### src/rtl/sas_pkg.sv
//------------------------------------------------------------------------------
// Purpose : shared constants and types of the sar adc sequencer
// Assumes : byte-wide register port, 16-bit addresses
// Notes   : all offsets, fields, resets and counts live here
//------------------------------------------------------------------------------
package sas_pkg;

  // ---------------------------------------------------------------------------
  // register map
  // ---------------------------------------------------------------------------
  localparam int unsigned      ADDR_W        = 16;
  localparam logic [15:0]      RESULT_ADDR   = 16'h0070;
  localparam logic [15:0]      CTRL_ADDR     = 16'h0071;
  localparam logic [15:0]      EVT_STAT_ADDR = 16'h0072;
  localparam logic [15:0]      EVT_CLR_ADDR  = 16'h0073;
  localparam logic [15:0]      EVT_EN_ADDR   = 16'h0074;

  // ---------------------------------------------------------------------------
  // control/status fields
  // ---------------------------------------------------------------------------
  localparam int unsigned      DONE_BIT      = 7;
  localparam int unsigned      RSVD_HI_BIT   = 6;
  localparam int unsigned      ON_BIT        = 5;
  localparam int unsigned      RSVD_LO_BIT   = 4;
  localparam int unsigned      CH_MSB        = 3;
  localparam logic [7:0]       CTRL_RESET    = 8'h00;
  localparam logic [7:0]       RESULT_RESET  = 8'h00;

  // event bits
  localparam int unsigned      EVT_W         = 2;
  localparam int unsigned      EVT_ABORT_BIT = 0;
  localparam int unsigned      EVT_OVRN_BIT  = 1;
  localparam logic [1:0]       EVT_RESET     = 2'h0;

  // ---------------------------------------------------------------------------
  // timing
  // ---------------------------------------------------------------------------
  localparam int unsigned      ADC_CLK_DIV   = 2;
  localparam int unsigned      SAMPLE_PER    = 4;
  localparam int unsigned      STEP_CNT      = 8;
  localparam int unsigned      CONV_PER      = 12;
  localparam int unsigned      SAMPLE_CYC    = SAMPLE_PER * ADC_CLK_DIV;
  localparam int unsigned      CONV_CYC      = CONV_PER * ADC_CLK_DIV;
  localparam logic [4:0]       CYC_SAMPLE_END = 5'(SAMPLE_CYC - 1);
  localparam logic [4:0]       CYC_LAST      = 5'(CONV_CYC - 1);

  // ---------------------------------------------------------------------------
  // types
  // ---------------------------------------------------------------------------
  typedef enum logic [1:0] {
    SAS_IDLE    = 2'b00,
    SAS_SAMPLE  = 2'b01,
    SAS_CONVERT = 2'b10
  } sas_state_t;

  typedef struct packed {
    logic        wr;
    logic        rd;
    logic [15:0] addr;
    logic [7:0]  wdata;
  } sas_bus_req_t;

  typedef struct packed {
    logic        power;
    logic        sample;
    logic [3:0]  channel;
    logic [7:0]  trial;
  } sas_ana_t;

endpackage

### src/rtl/sas_sar_step.sv
//------------------------------------------------------------------------------
// Purpose : successive approximation register, one bit per step
// Assumes : comparator high means input at or above the trial code
// Notes   : code starts at mid scale, msb first
//------------------------------------------------------------------------------
`timescale 1ns/1ps
module sas_sar_step (
  // clock and reset
  input  wire logic       clk_sys_i,
  input  wire logic       nrst_i,
  // step control
  input  wire logic       clear_i,
  input  wire logic       decide_i,
  input  wire logic       cmp_i,
  // results
  output logic [7:0]      trial_o,
  output logic [7:0]      value_o,
  output logic            final_o
);
  import sas_pkg::*;

  logic [7:0] code;
  logic [7:0] mask;

  // keep the trial bit only while the input is not below it
  function automatic logic [7:0] keep_bit(input logic [7:0] c, input logic [7:0] m,
                                          input logic hi);
    keep_bit = hi ? c : (c & ~m);
  endfunction

  always_ff @(posedge clk_sys_i or negedge nrst_i) begin
    if (!nrst_i) begin
      code <= 8'h00;
      mask <= 8'h00;
    end else if (clear_i) begin
      code <= 8'h80;
      mask <= 8'h80;
    end else if (decide_i) begin
      code <= keep_bit(code, mask, cmp_i) | (mask >> 1);
      mask <= mask >> 1;
    end
  end

  assign trial_o = code;
  assign value_o = keep_bit(code, mask, cmp_i);
  assign final_o = decide_i && (mask == 8'h01);

endmodule // sas_sar_step

### src/rtl/sas_sequencer.sv
//------------------------------------------------------------------------------
// Purpose : control logic of an 8-bit sar adc with 16-way input mux
// Assumes : comparator output registered on clk_sys_i by the analog core;
//           halt request comes from the clock controller on clk_sys_i
// Notes   : converter clock is clk_sys_i / 2, no separate domain
//------------------------------------------------------------------------------
`timescale 1ns/1ps
module sas_sequencer (
  // clock and reset
  input  wire logic                   clk_sys_i,
  input  wire logic                   nrst_i,
  // register port
  input  wire sas_pkg::sas_bus_req_t  bus_i,
  output logic [7:0]                  rdata_o,
  // power mode
  input  wire logic                   halt_i,
  // analog core
  input  wire logic                   cmp_i,
  output sas_pkg::sas_ana_t           ana_o,
  // interrupt
  output logic                        irq_o
);
  import sas_pkg::*;

  // ---------------------------------------------------------------------------
  // register port decode
  // ---------------------------------------------------------------------------
  function automatic logic hit(input logic [ADDR_W-1:0] a, input logic [ADDR_W-1:0] r);
    hit = (a == r);
  endfunction

  logic       ctrl_wr;
  logic       res_rd;
  logic       clr_wr;
  logic       en_wr;
  logic       next_on;
  logic       run;
  logic       advance;

  logic       converter_on;
  logic [3:0] channel_select;
  logic       conversion_done_flag;
  logic [7:0] result_register;
  logic [EVT_W-1:0] evt_status;
  logic [EVT_W-1:0] evt_enable;
  logic [EVT_W-1:0] evt_set;
  logic [EVT_W-1:0] next_status;
  logic       power;
  logic       irq;
  logic [7:0] rdata;

  sas_state_t state;
  logic [4:0] cyc;
  logic       in_sample;
  logic       in_convert;
  logic       sample_q;
  logic       sar_clear;
  logic       sar_decide;
  logic       sar_final;
  logic [7:0] sar_trial;
  logic [7:0] sar_value;

  assign ctrl_wr = bus_i.wr && hit(bus_i.addr, CTRL_ADDR);
  assign res_rd  = bus_i.rd && hit(bus_i.addr, RESULT_ADDR);
  assign clr_wr  = bus_i.wr && hit(bus_i.addr, EVT_CLR_ADDR);
  assign en_wr   = bus_i.wr && hit(bus_i.addr, EVT_EN_ADDR);

  // ---------------------------------------------------------------------------
  // control register
  // ---------------------------------------------------------------------------
  // reserved bits 6 and 4 are not stored, so they always read zero
  always_ff @(posedge clk_sys_i or negedge nrst_i) begin
    if (!nrst_i) begin
      converter_on   <= CTRL_RESET[ON_BIT];
      channel_select <= CTRL_RESET[CH_MSB:0];
    end else if (ctrl_wr) begin
      converter_on   <= bus_i.wdata[ON_BIT];
      channel_select <= bus_i.wdata[CH_MSB:0];
    end
  end

  // a write that sets the on bit takes effect in the same cycle
  assign next_on = ctrl_wr ? bus_i.wdata[ON_BIT] : converter_on;
  // wait mode has no input here: the converter simply keeps running
  assign run     = next_on && !halt_i;
  assign advance = run && !ctrl_wr && (state != SAS_IDLE);

  // ---------------------------------------------------------------------------
  // conversion sequence
  // ---------------------------------------------------------------------------
  always_ff @(posedge clk_sys_i or negedge nrst_i) begin
    if (!nrst_i) begin
      state <= SAS_IDLE;
      cyc   <= 5'h00;
    end else if (!run) begin
      state <= SAS_IDLE;
      cyc   <= 5'h00;
    end else if (ctrl_wr || state == SAS_IDLE) begin
      state <= SAS_SAMPLE;
      cyc   <= 5'h00;
    end else if (cyc == CYC_LAST) begin
      state <= SAS_SAMPLE;
      cyc   <= 5'h00;
    end else begin
      case (state)
        SAS_SAMPLE: begin
          if (cyc == CYC_SAMPLE_END) begin
            state <= SAS_CONVERT;
          end
        end
        default: begin
          state <= state;
        end
      endcase
      cyc <= cyc + 5'h01;
    end
  end

  assign in_sample  = (state == SAS_SAMPLE);
  assign in_convert = (state == SAS_CONVERT);

  // registered copy of the sample phase, so the switch pin comes from a flop
  always_ff @(posedge clk_sys_i or negedge nrst_i) begin
    if (!nrst_i) begin
      sample_q <= 1'b0;
    end else if (!run) begin
      sample_q <= 1'b0;
    end else if (ctrl_wr || state == SAS_IDLE || cyc == CYC_LAST) begin
      sample_q <= 1'b1;
    end else if (in_sample && cyc == CYC_SAMPLE_END) begin
      sample_q <= 1'b0;
    end
  end

  // trial code goes out when the sample switch opens
  assign sar_clear  = advance && in_sample && (cyc == CYC_SAMPLE_END);
  // decide at the last cpu cycle of each converter clock
  assign sar_decide = advance && in_convert && cyc[0];

  sas_sar_step u_sar (
    .clk_sys_i (clk_sys_i),
    .nrst_i    (nrst_i),
    .clear_i   (sar_clear),
    .decide_i  (sar_decide),
    .cmp_i     (cmp_i),
    .trial_o   (sar_trial),
    .value_o   (sar_value),
    .final_o   (sar_final)
  );

  // ---------------------------------------------------------------------------
  // result and done flag
  // ---------------------------------------------------------------------------
  // saturation at both ends falls out of the search: all-high gives ff, all-low 00
  always_ff @(posedge clk_sys_i or negedge nrst_i) begin
    if (!nrst_i) begin
      result_register <= RESULT_RESET;
    end else if (sar_final) begin
      result_register <= sar_value;
    end
  end

  // set wins over a same-cycle result read
  always_ff @(posedge clk_sys_i or negedge nrst_i) begin
    if (!nrst_i) begin
      conversion_done_flag <= CTRL_RESET[DONE_BIT];
    end else if (sar_final) begin
      conversion_done_flag <= 1'b1;
    end else if (ctrl_wr || res_rd) begin
      conversion_done_flag <= 1'b0;
    end
  end

  // ---------------------------------------------------------------------------
  // events and interrupt
  // ---------------------------------------------------------------------------
  // completion itself never interrupts; only aborts and lost results do
  always_comb begin
    evt_set                = '0;
    evt_set[EVT_ABORT_BIT] = ctrl_wr && (state != SAS_IDLE);
    evt_set[EVT_OVRN_BIT]  = sar_final && conversion_done_flag && !res_rd;
    next_status            = evt_set | (evt_status & ~(clr_wr ? bus_i.wdata[EVT_W-1:0]
                                                              : '0));
  end

  always_ff @(posedge clk_sys_i or negedge nrst_i) begin
    if (!nrst_i) begin
      evt_status <= EVT_RESET;
    end else begin
      evt_status <= next_status;
    end
  end

  always_ff @(posedge clk_sys_i or negedge nrst_i) begin
    if (!nrst_i) begin
      evt_enable <= EVT_RESET;
    end else if (en_wr) begin
      evt_enable <= bus_i.wdata[EVT_W-1:0];
    end
  end

  always_ff @(posedge clk_sys_i or negedge nrst_i) begin
    if (!nrst_i) begin
      irq <= 1'b0;
    end else begin
      irq <= |(evt_status & evt_enable);
    end
  end

  // ---------------------------------------------------------------------------
  // read data and analog outputs
  // ---------------------------------------------------------------------------
  always_ff @(posedge clk_sys_i or negedge nrst_i) begin
    if (!nrst_i) begin
      rdata <= 8'h00;
    end else if (!bus_i.rd) begin
      rdata <= 8'h00;
    end else if (hit(bus_i.addr, RESULT_ADDR)) begin
      rdata <= result_register;
    end else if (hit(bus_i.addr, CTRL_ADDR)) begin
      rdata <= {conversion_done_flag, 1'b0, converter_on, 1'b0, channel_select};
    end else if (hit(bus_i.addr, EVT_STAT_ADDR)) begin
      rdata <= {6'h00, evt_status};
    end else if (hit(bus_i.addr, EVT_EN_ADDR)) begin
      rdata <= {6'h00, evt_enable};
    end else begin
      rdata <= 8'h00;
    end
  end

  always_ff @(posedge clk_sys_i or negedge nrst_i) begin
    if (!nrst_i) begin
      power <= 1'b0;
    end else begin
      power <= run;
    end
  end

  assign rdata_o       = rdata;
  assign irq_o         = irq;
  assign ana_o.power   = power;
  assign ana_o.sample  = sample_q;
  assign ana_o.channel = channel_select;
  assign ana_o.trial   = sar_trial;

  logic all_high;
  logic all_low;

  always_ff @(posedge clk_sys_i or negedge nrst_i) begin
    if (!nrst_i) begin
      all_high <= 1'b0;
      all_low  <= 1'b0;
    end else if (sar_clear) begin
      all_high <= 1'b1;
      all_low  <= 1'b1;
    end else if (sar_decide) begin
      all_high <= all_high && cmp_i;
      all_low  <= all_low && !cmp_i;
    end
  end
endmodule // sas_sequencer

### config.mk
export PLATFORM = sky130hd
export DESIGN_NAME = sas_sequencer
export DESIGN_NICKNAME = d
export VERILOG_FILES = /design/src/rtl/sas_pkg.sv /design/src/rtl/sas_sar_step.sv /design/src/rtl/sas_sequencer.sv
export SDC_FILE = /design/constraint.sdc
export NUM_CORES = 1
export LEC_CHECK = 0
export BUFFER_PORTS_ARGS = -buffer_cell sky130_fd_sc_hd__buf_2
export CAP_MARGIN = 25
export CORE_MARGIN = 4
export CORE_UTILIZATION = 40
export DETAILED_ROUTE_END_ITERATION = 12
export GPL_ROUTABILITY_DRIVEN = 1
export PLACE_DENSITY = 0.59
export SLEW_MARGIN = 10
export SYNTH_ARGS = -nofsm -noshare
export SYNTH_HDL_FRONTEND = slang
export SYNTH_SLANG_ARGS = --single-unit
### constraint.sdc
create_clock -name clk_sys_i -period 2.05 [get_ports clk_sys_i]
set_input_delay 0.3075 -clock clk_sys_i [delete_from_list [all_inputs] [get_ports clk_sys_i]]
set_output_delay 0.3075 -clock clk_sys_i [all_outputs]
set_load 0.01 [all_outputs]
; ---- Word level (Yosys, flattened, before mapping)
; Index checks and enable logic that the tools add are counted.
[classes]
add_sub_neg = 1
eq_ne = 13
mux = 25
n_bitwise = 7
reduce_logical = 28
[ops]
columns = cell, n
row1 = $eq A16 B7 Y1 const B, 5
row2 = $mux W8, 8
row3 = $logic_and A1 B1 Y1, 16
row4 = $mux W2, 8
row5 = $mux W5, 3
row6 = $and A8 B8 Y8, 1
row7 = $eq A8 B1 Y1 const B, 1
row8 = $ne A4 B1 Y1 const B, 2
row9 = $not A8 Y8, 1
row10 = $or A8 B7 Y8, 1
row11 = $mux W1, 6
row12 = $reduce_bool A2 Y1, 3
row13 = $add A5 B1 Y5 const B, 1
row14 = $eq A5 B3 Y1 const B, 1
row15 = $eq A5 B5 Y1 const B, 1
row16 = $and A2 B2 Y2, 2
row17 = $logic_not A1 Y1, 3
row18 = $logic_or A1 B1 Y1, 3
row19 = $ne A3 B1 Y1 const B, 1
row20 = $eq A2 B1 Y1 const B, 1
row21 = $eq A2 B2 Y1 const B, 1
row22 = $logic_not A2 Y1, 1
row23 = $not A2 Y2, 1
row24 = $or A2 B2 Y2, 1
row25 = other kinds (2), 2
[word_totals]
register_bits = 52
output_inout_bits = 23
word_cells = 88

; ---- Logic depth before layout (Yosys ltp)
[logic_depth]
word_depth = 12
mapped_depth = 7
ltp_nobuf = 6

; ---- Cells and area by module
; A second synthesis with hierarchy kept.
[hier_totals]
hier_cells = 217
area_unflattened_um2 = 2394.8
[modules_own_cells]
columns = mod, n_inst, cells_per_inst, area_per_inst_um2, seq_area_each_um2
row1 = sas_sequencer, 1, 143, 1652.8, 900.9
row2 = sas_sar_step, 1, 74, 742.0, 400.4

; ---- Worst setup path after synthesis
; No wires, ideal clock.
[synth_timing]
path_type = register to register
start = register cyc[0]
end = register u_sar.code[0] (netlist: u_sar.trial_o[0])
arrival_time_ns = 1.540
required_time_ns = 1.929
path_slack_ns = 0.389
stages_incl_launch_ff = 7
n_path_buf = 1
synth_period_minus_slack_ns = 1.661
cell_sequence = dfrtp_1 > ha_1 > and3b_1 > nor4b_4 > o21bai_4 > buf_8 > a22o_2
[synth_between]
elab_chain_cells = 3
word_cells_on_any_way = 5
classes_between = eq/ne (1) / mux (1) / reduce/logical (3)
[synth_rtl]
columns = element, line
row1 = start: declaration, sas_sequencer.sv:53  ; logic [4:0] cyc;
row2 = start signal: assignment, sas_sequencer.sv:115  ; cyc <= cyc + 5'h01;
row3 = $eq A5 B3 Y1, sas_sequencer.sv:136  ; assign sar_clear = advance && in_sample && (cyc == CYC_SAMPLE_END);
row4 = $logic_and A1 B1 Y1, sas_sequencer.sv:136
row5 = $mux W8 / $reduce_bool A2 Y1 (equally long branches), n/a
row6 = end signal: assignment, sas_sar_step.sv:39  ; code <= keep_bit(code, mask, cmp_i) | (mask >> 1);
row7 = end: declaration, sas_sar_step.sv:22  ; logic [7:0] code;
; Parallel ways exist; a longest one is shown, timed or not.
; A chain may end at the register's enable or synchronous reset.

; ---- Worst setup path after layout
[layout_timing]
start = register converter_on
end = register cyc[0]
[layout_between]
elab_chain_cells = 3
[layout_rtl]
columns = element, line
row1 = start: declaration, sas_sequencer.sv:40  ; logic converter_on;
row2 = start signal: assignment, sas_sequencer.sv:74  ; converter_on <= CTRL_RESET[ON_BIT];
row3 = start signal: assignment, sas_sequencer.sv:77  ; converter_on <= bus_i.wdata[ON_BIT];
row4 = $mux W1, n/a
row5 = $logic_and A1 B1 Y1, sas_sequencer.sv:85  ; assign run = next_on && !halt_i;
row6 = $mux W5, sas_sequencer.sv:95  ; end else if (!run) begin
; Every way passes these cells.

==> results.toml <==
[setup_path]
cp_data_required_time_ps = 2270
r2r_cells = 5
timing.rr.end = "cyc[0]$_DFF_PN0_"
crit_path_start_kind = "flip-flop"
end_kind = "flip-flop"
crit_type = "flip-flop to flip-flop"
worstPathMaxFanout = 7
startpoint = "converter_on$_DFF_PN0_"
rr_startpoint = "converter_on$_DFF_PN0_"
cp.arrival_ps = 1970
r2r_slack_ps = 310

[sta]
hold_viol = 0
slew_viol_final = 0
setup_viol = 0
relSlewSlack_pct = 60.1
worstMarginPinSlew_ps = 599
grt_setup_unrepaired = "false"
layout_min_cycle_time_ps = 1740
timing.final.crit_share_pct = 85.1
setup_tns_ps = 0
fmax_mhz = 573
worst_clock_skew_ps = 7.56

[power]
p_leak_nw = 1.37
power.density_nw_per_um2 = 587
p_int_mw = 1.29
p_clk_share_pct = 33.2
p_total_mw = 1.66
ir_drop_mv = 0.357
netSwitchingFraction_pct = 22.2
p_sw_mw = 0.367
seqPwrFrac_pct = 61.9
pwr-share-comb_pct = 4.9

[floorplan]
die_w_um = 85.4
initial_utilization_pct = 42.4
core_um2 = 5640
num_rows = 27
die_area_um2 = 7290
chipHeight_um = 85.4
io_pins = 53

[clocking]
ctsHtreeMaxLevel = 2
cts.clk_slew.worst_paths_ps = 90
cts_tree = "built"
clk_latency_ps = 290
clock-sinks = 52
clock_path_buffers = 2
cts_buffers = 5
root_buffer = "clkbuf_8"

[min_path]
hold_end = "power$_DFF_PN0_"
whs_path_depth = 2
holdCritPathClass = "primary input to flip-flop"
hp-start = "halt_i"

[logic_synthesis]
async_flop_share_pct = 100
ys_types = 47
postSynthCellCount = 226
syn_avg_cell_area_um2 = 10.6
synth.cell_area_um2 = 2390
synthFlopType = "dfrtp_1"
synth_warnings = 0
synth_edf_count = 0
yosysSeqAreaShare_pct = 54.3
ys_ff_latch = 52
synth_nets = 257

[global_routing]
overflow = 0
grt_max_degree = 21
grt_use_total_pct = 15.0
grt_pass1_vias = 1786
grt_pass1_wl_um = 8850
antenna_found_initial = 0

[drt]
ant_nets = 0
drt_drc_violations_left = 0
dr_wl_met2_um = 2290
dr.pass1.iters = 4
dr.max_layer_used = "met4"
drtIter0Drc = 51
viasPerCell = 5.12
dr_wl_met3_um = 297
finalWirelength_um = 5050
wl_per_cell_um = 14.2
vias = 1816
wl_met1_um = 2440

[cells_and_area]
final_util_pct = 50.1
layout_commonest_cell = "dfrtp_1"
insertedDiodeCount = 0
most-common-layout-cells = "dfrtp_1 (52), buf_2 (49), nand2_1 (31), o21ai_0 (25), nor2_1 (16)"
syn_to_final_growth_pct = 17.9
drive_gt1_share_pct = 28.3
nNetsFinal = 314
fin_cells = 355
final_area_um2 = 2820

[status]
status = "complete, no violations"

[placement]
place_hpwl_um = 3970
place_inst = 347
gp_congestion = 0.803
place_area_um2 = 2730
io_buffers = 49

[run]
maxCapViolCount = 0
## what timing repair did
action	CTS	global route
endpoints found under the hold margin	14	0
hold buffers	1	0
resized for setup	0	0
buffers inserted	0	0
## stage by stage
step | setup WS, ps | hold slack [ps]
after floorplan | 389 | 11.9
after global placement | 159 | 232
after detailed placement | 160 | 233
after CTS | 284 | 194
after global routing | 177 | 199
final | 305 | 199
## per-layer routing
layer  vias to the layer above  track usage, %
li1                        910               -
met4                         0            2.16
met3                         2            3.20
met1                       864            22.0
met5                         -               0
met2                        40            23.2
## worst max path at each step
stage                     slack, ps                           end
after global placement          160     u_sar.mask[1]$_DFFE_PN0P_
final                           310              cyc[0]$_DFF_PN0_
after global routing            180              cyc[3]$_DFF_PN0_
after detailed placement        160  u_sar.trial_o[1]$_DFFE_PN0P_
after floorplan                 390  u_sar.trial_o[0]$_DFFE_PN0P_
after CTS                       280  u_sar.trial_o[6]$_DFFE_PN0P_
## registers in the layout, summed over array words and instances (netlist names)
register,count
irq_o,1
u_sar.trial_o,8
converter_on,1
cyc,5
sample_q,1
power,1
evt_enable,2
u_sar.mask,8
conversion_done_flag,1
result_register,8
evt_status,2
channel_select,4
rdata_o,8
state,2
## cell usage after synthesis, types with 2 or more instances
cell	number	area (um2)
nor3_1	4	20.0
inv_1	11	41.3
mux2_2	2	22.5
nor4b_4	2	47.6
a21oi_1	7	35.0
buf_4	4	30.0
nor3b_1	5	37.5
nand4_2	2	25.0
mux2i_1	6	60.1
dfrtp_1	52	1300
o21ai_1	2	10.0
o21ai_0	25	125
nor4_1	2	12.5
nand2_1	31	116
and2_1	2	12.5
nor2_1	16	60.1
a31oi_1	2	12.5
nand4_1	2	12.5
and3b_1	2	17.5
clkbuf_1	2	7.51
nand3_1	4	20.0
a22o_1	13	114
a22o_2	2	20.0
o21ai_2	2	17.5
nor4b_1	2	17.5
## cells by family (layout without fill, tap and decap cells)
logic type      Yosys count  after routing  synth area share [%]
compound gates           60             60                  17.0
fa+ha+maj                 1              1                 0.522
mux                       8              8                  3.45
simple gates             82             82                  19.2
xor+xnor                  2              2                 0.732
flops                    52             52                  54.3
buf+inv                  21             78                  4.75
## power by group through the flow
stage | logic [mW] | registers, mW | clock network (mW)
after floorplan | 0.0210 | 1.05 | 0
after global placement | 0.0811 | 1.05 | 0
after detailed placement | 0.0819 | 1.05 | 0
after CTS | 0.0834 | 1.02 | 0.576
after global routing | 0.0938 | 1.03 | 0.616
final | 0.0819 | 1.02 | 0.550
## worst max-delay path: stages, from the launching register on
cell     delay [ps]
dfrtp_1         420
nor2b_1         320
o21ai_2         180
buf_4           180
or3_2           450
nor2_1          110
## cell type report
cell class | count | area, um2
Timing Repair Buffer | 60 | 330
Fill cell | 524 | 2820
Tap cell | 72 | 90.1
Sequential cell | 52 | 1300
Multi-Input combinational cell | 153 | 980
Inverter | 11 | 41.3
Clock inverter | 2 | 12.5
Clock buffer | 5 | 68.8
(Power assumes the default switching activity.)
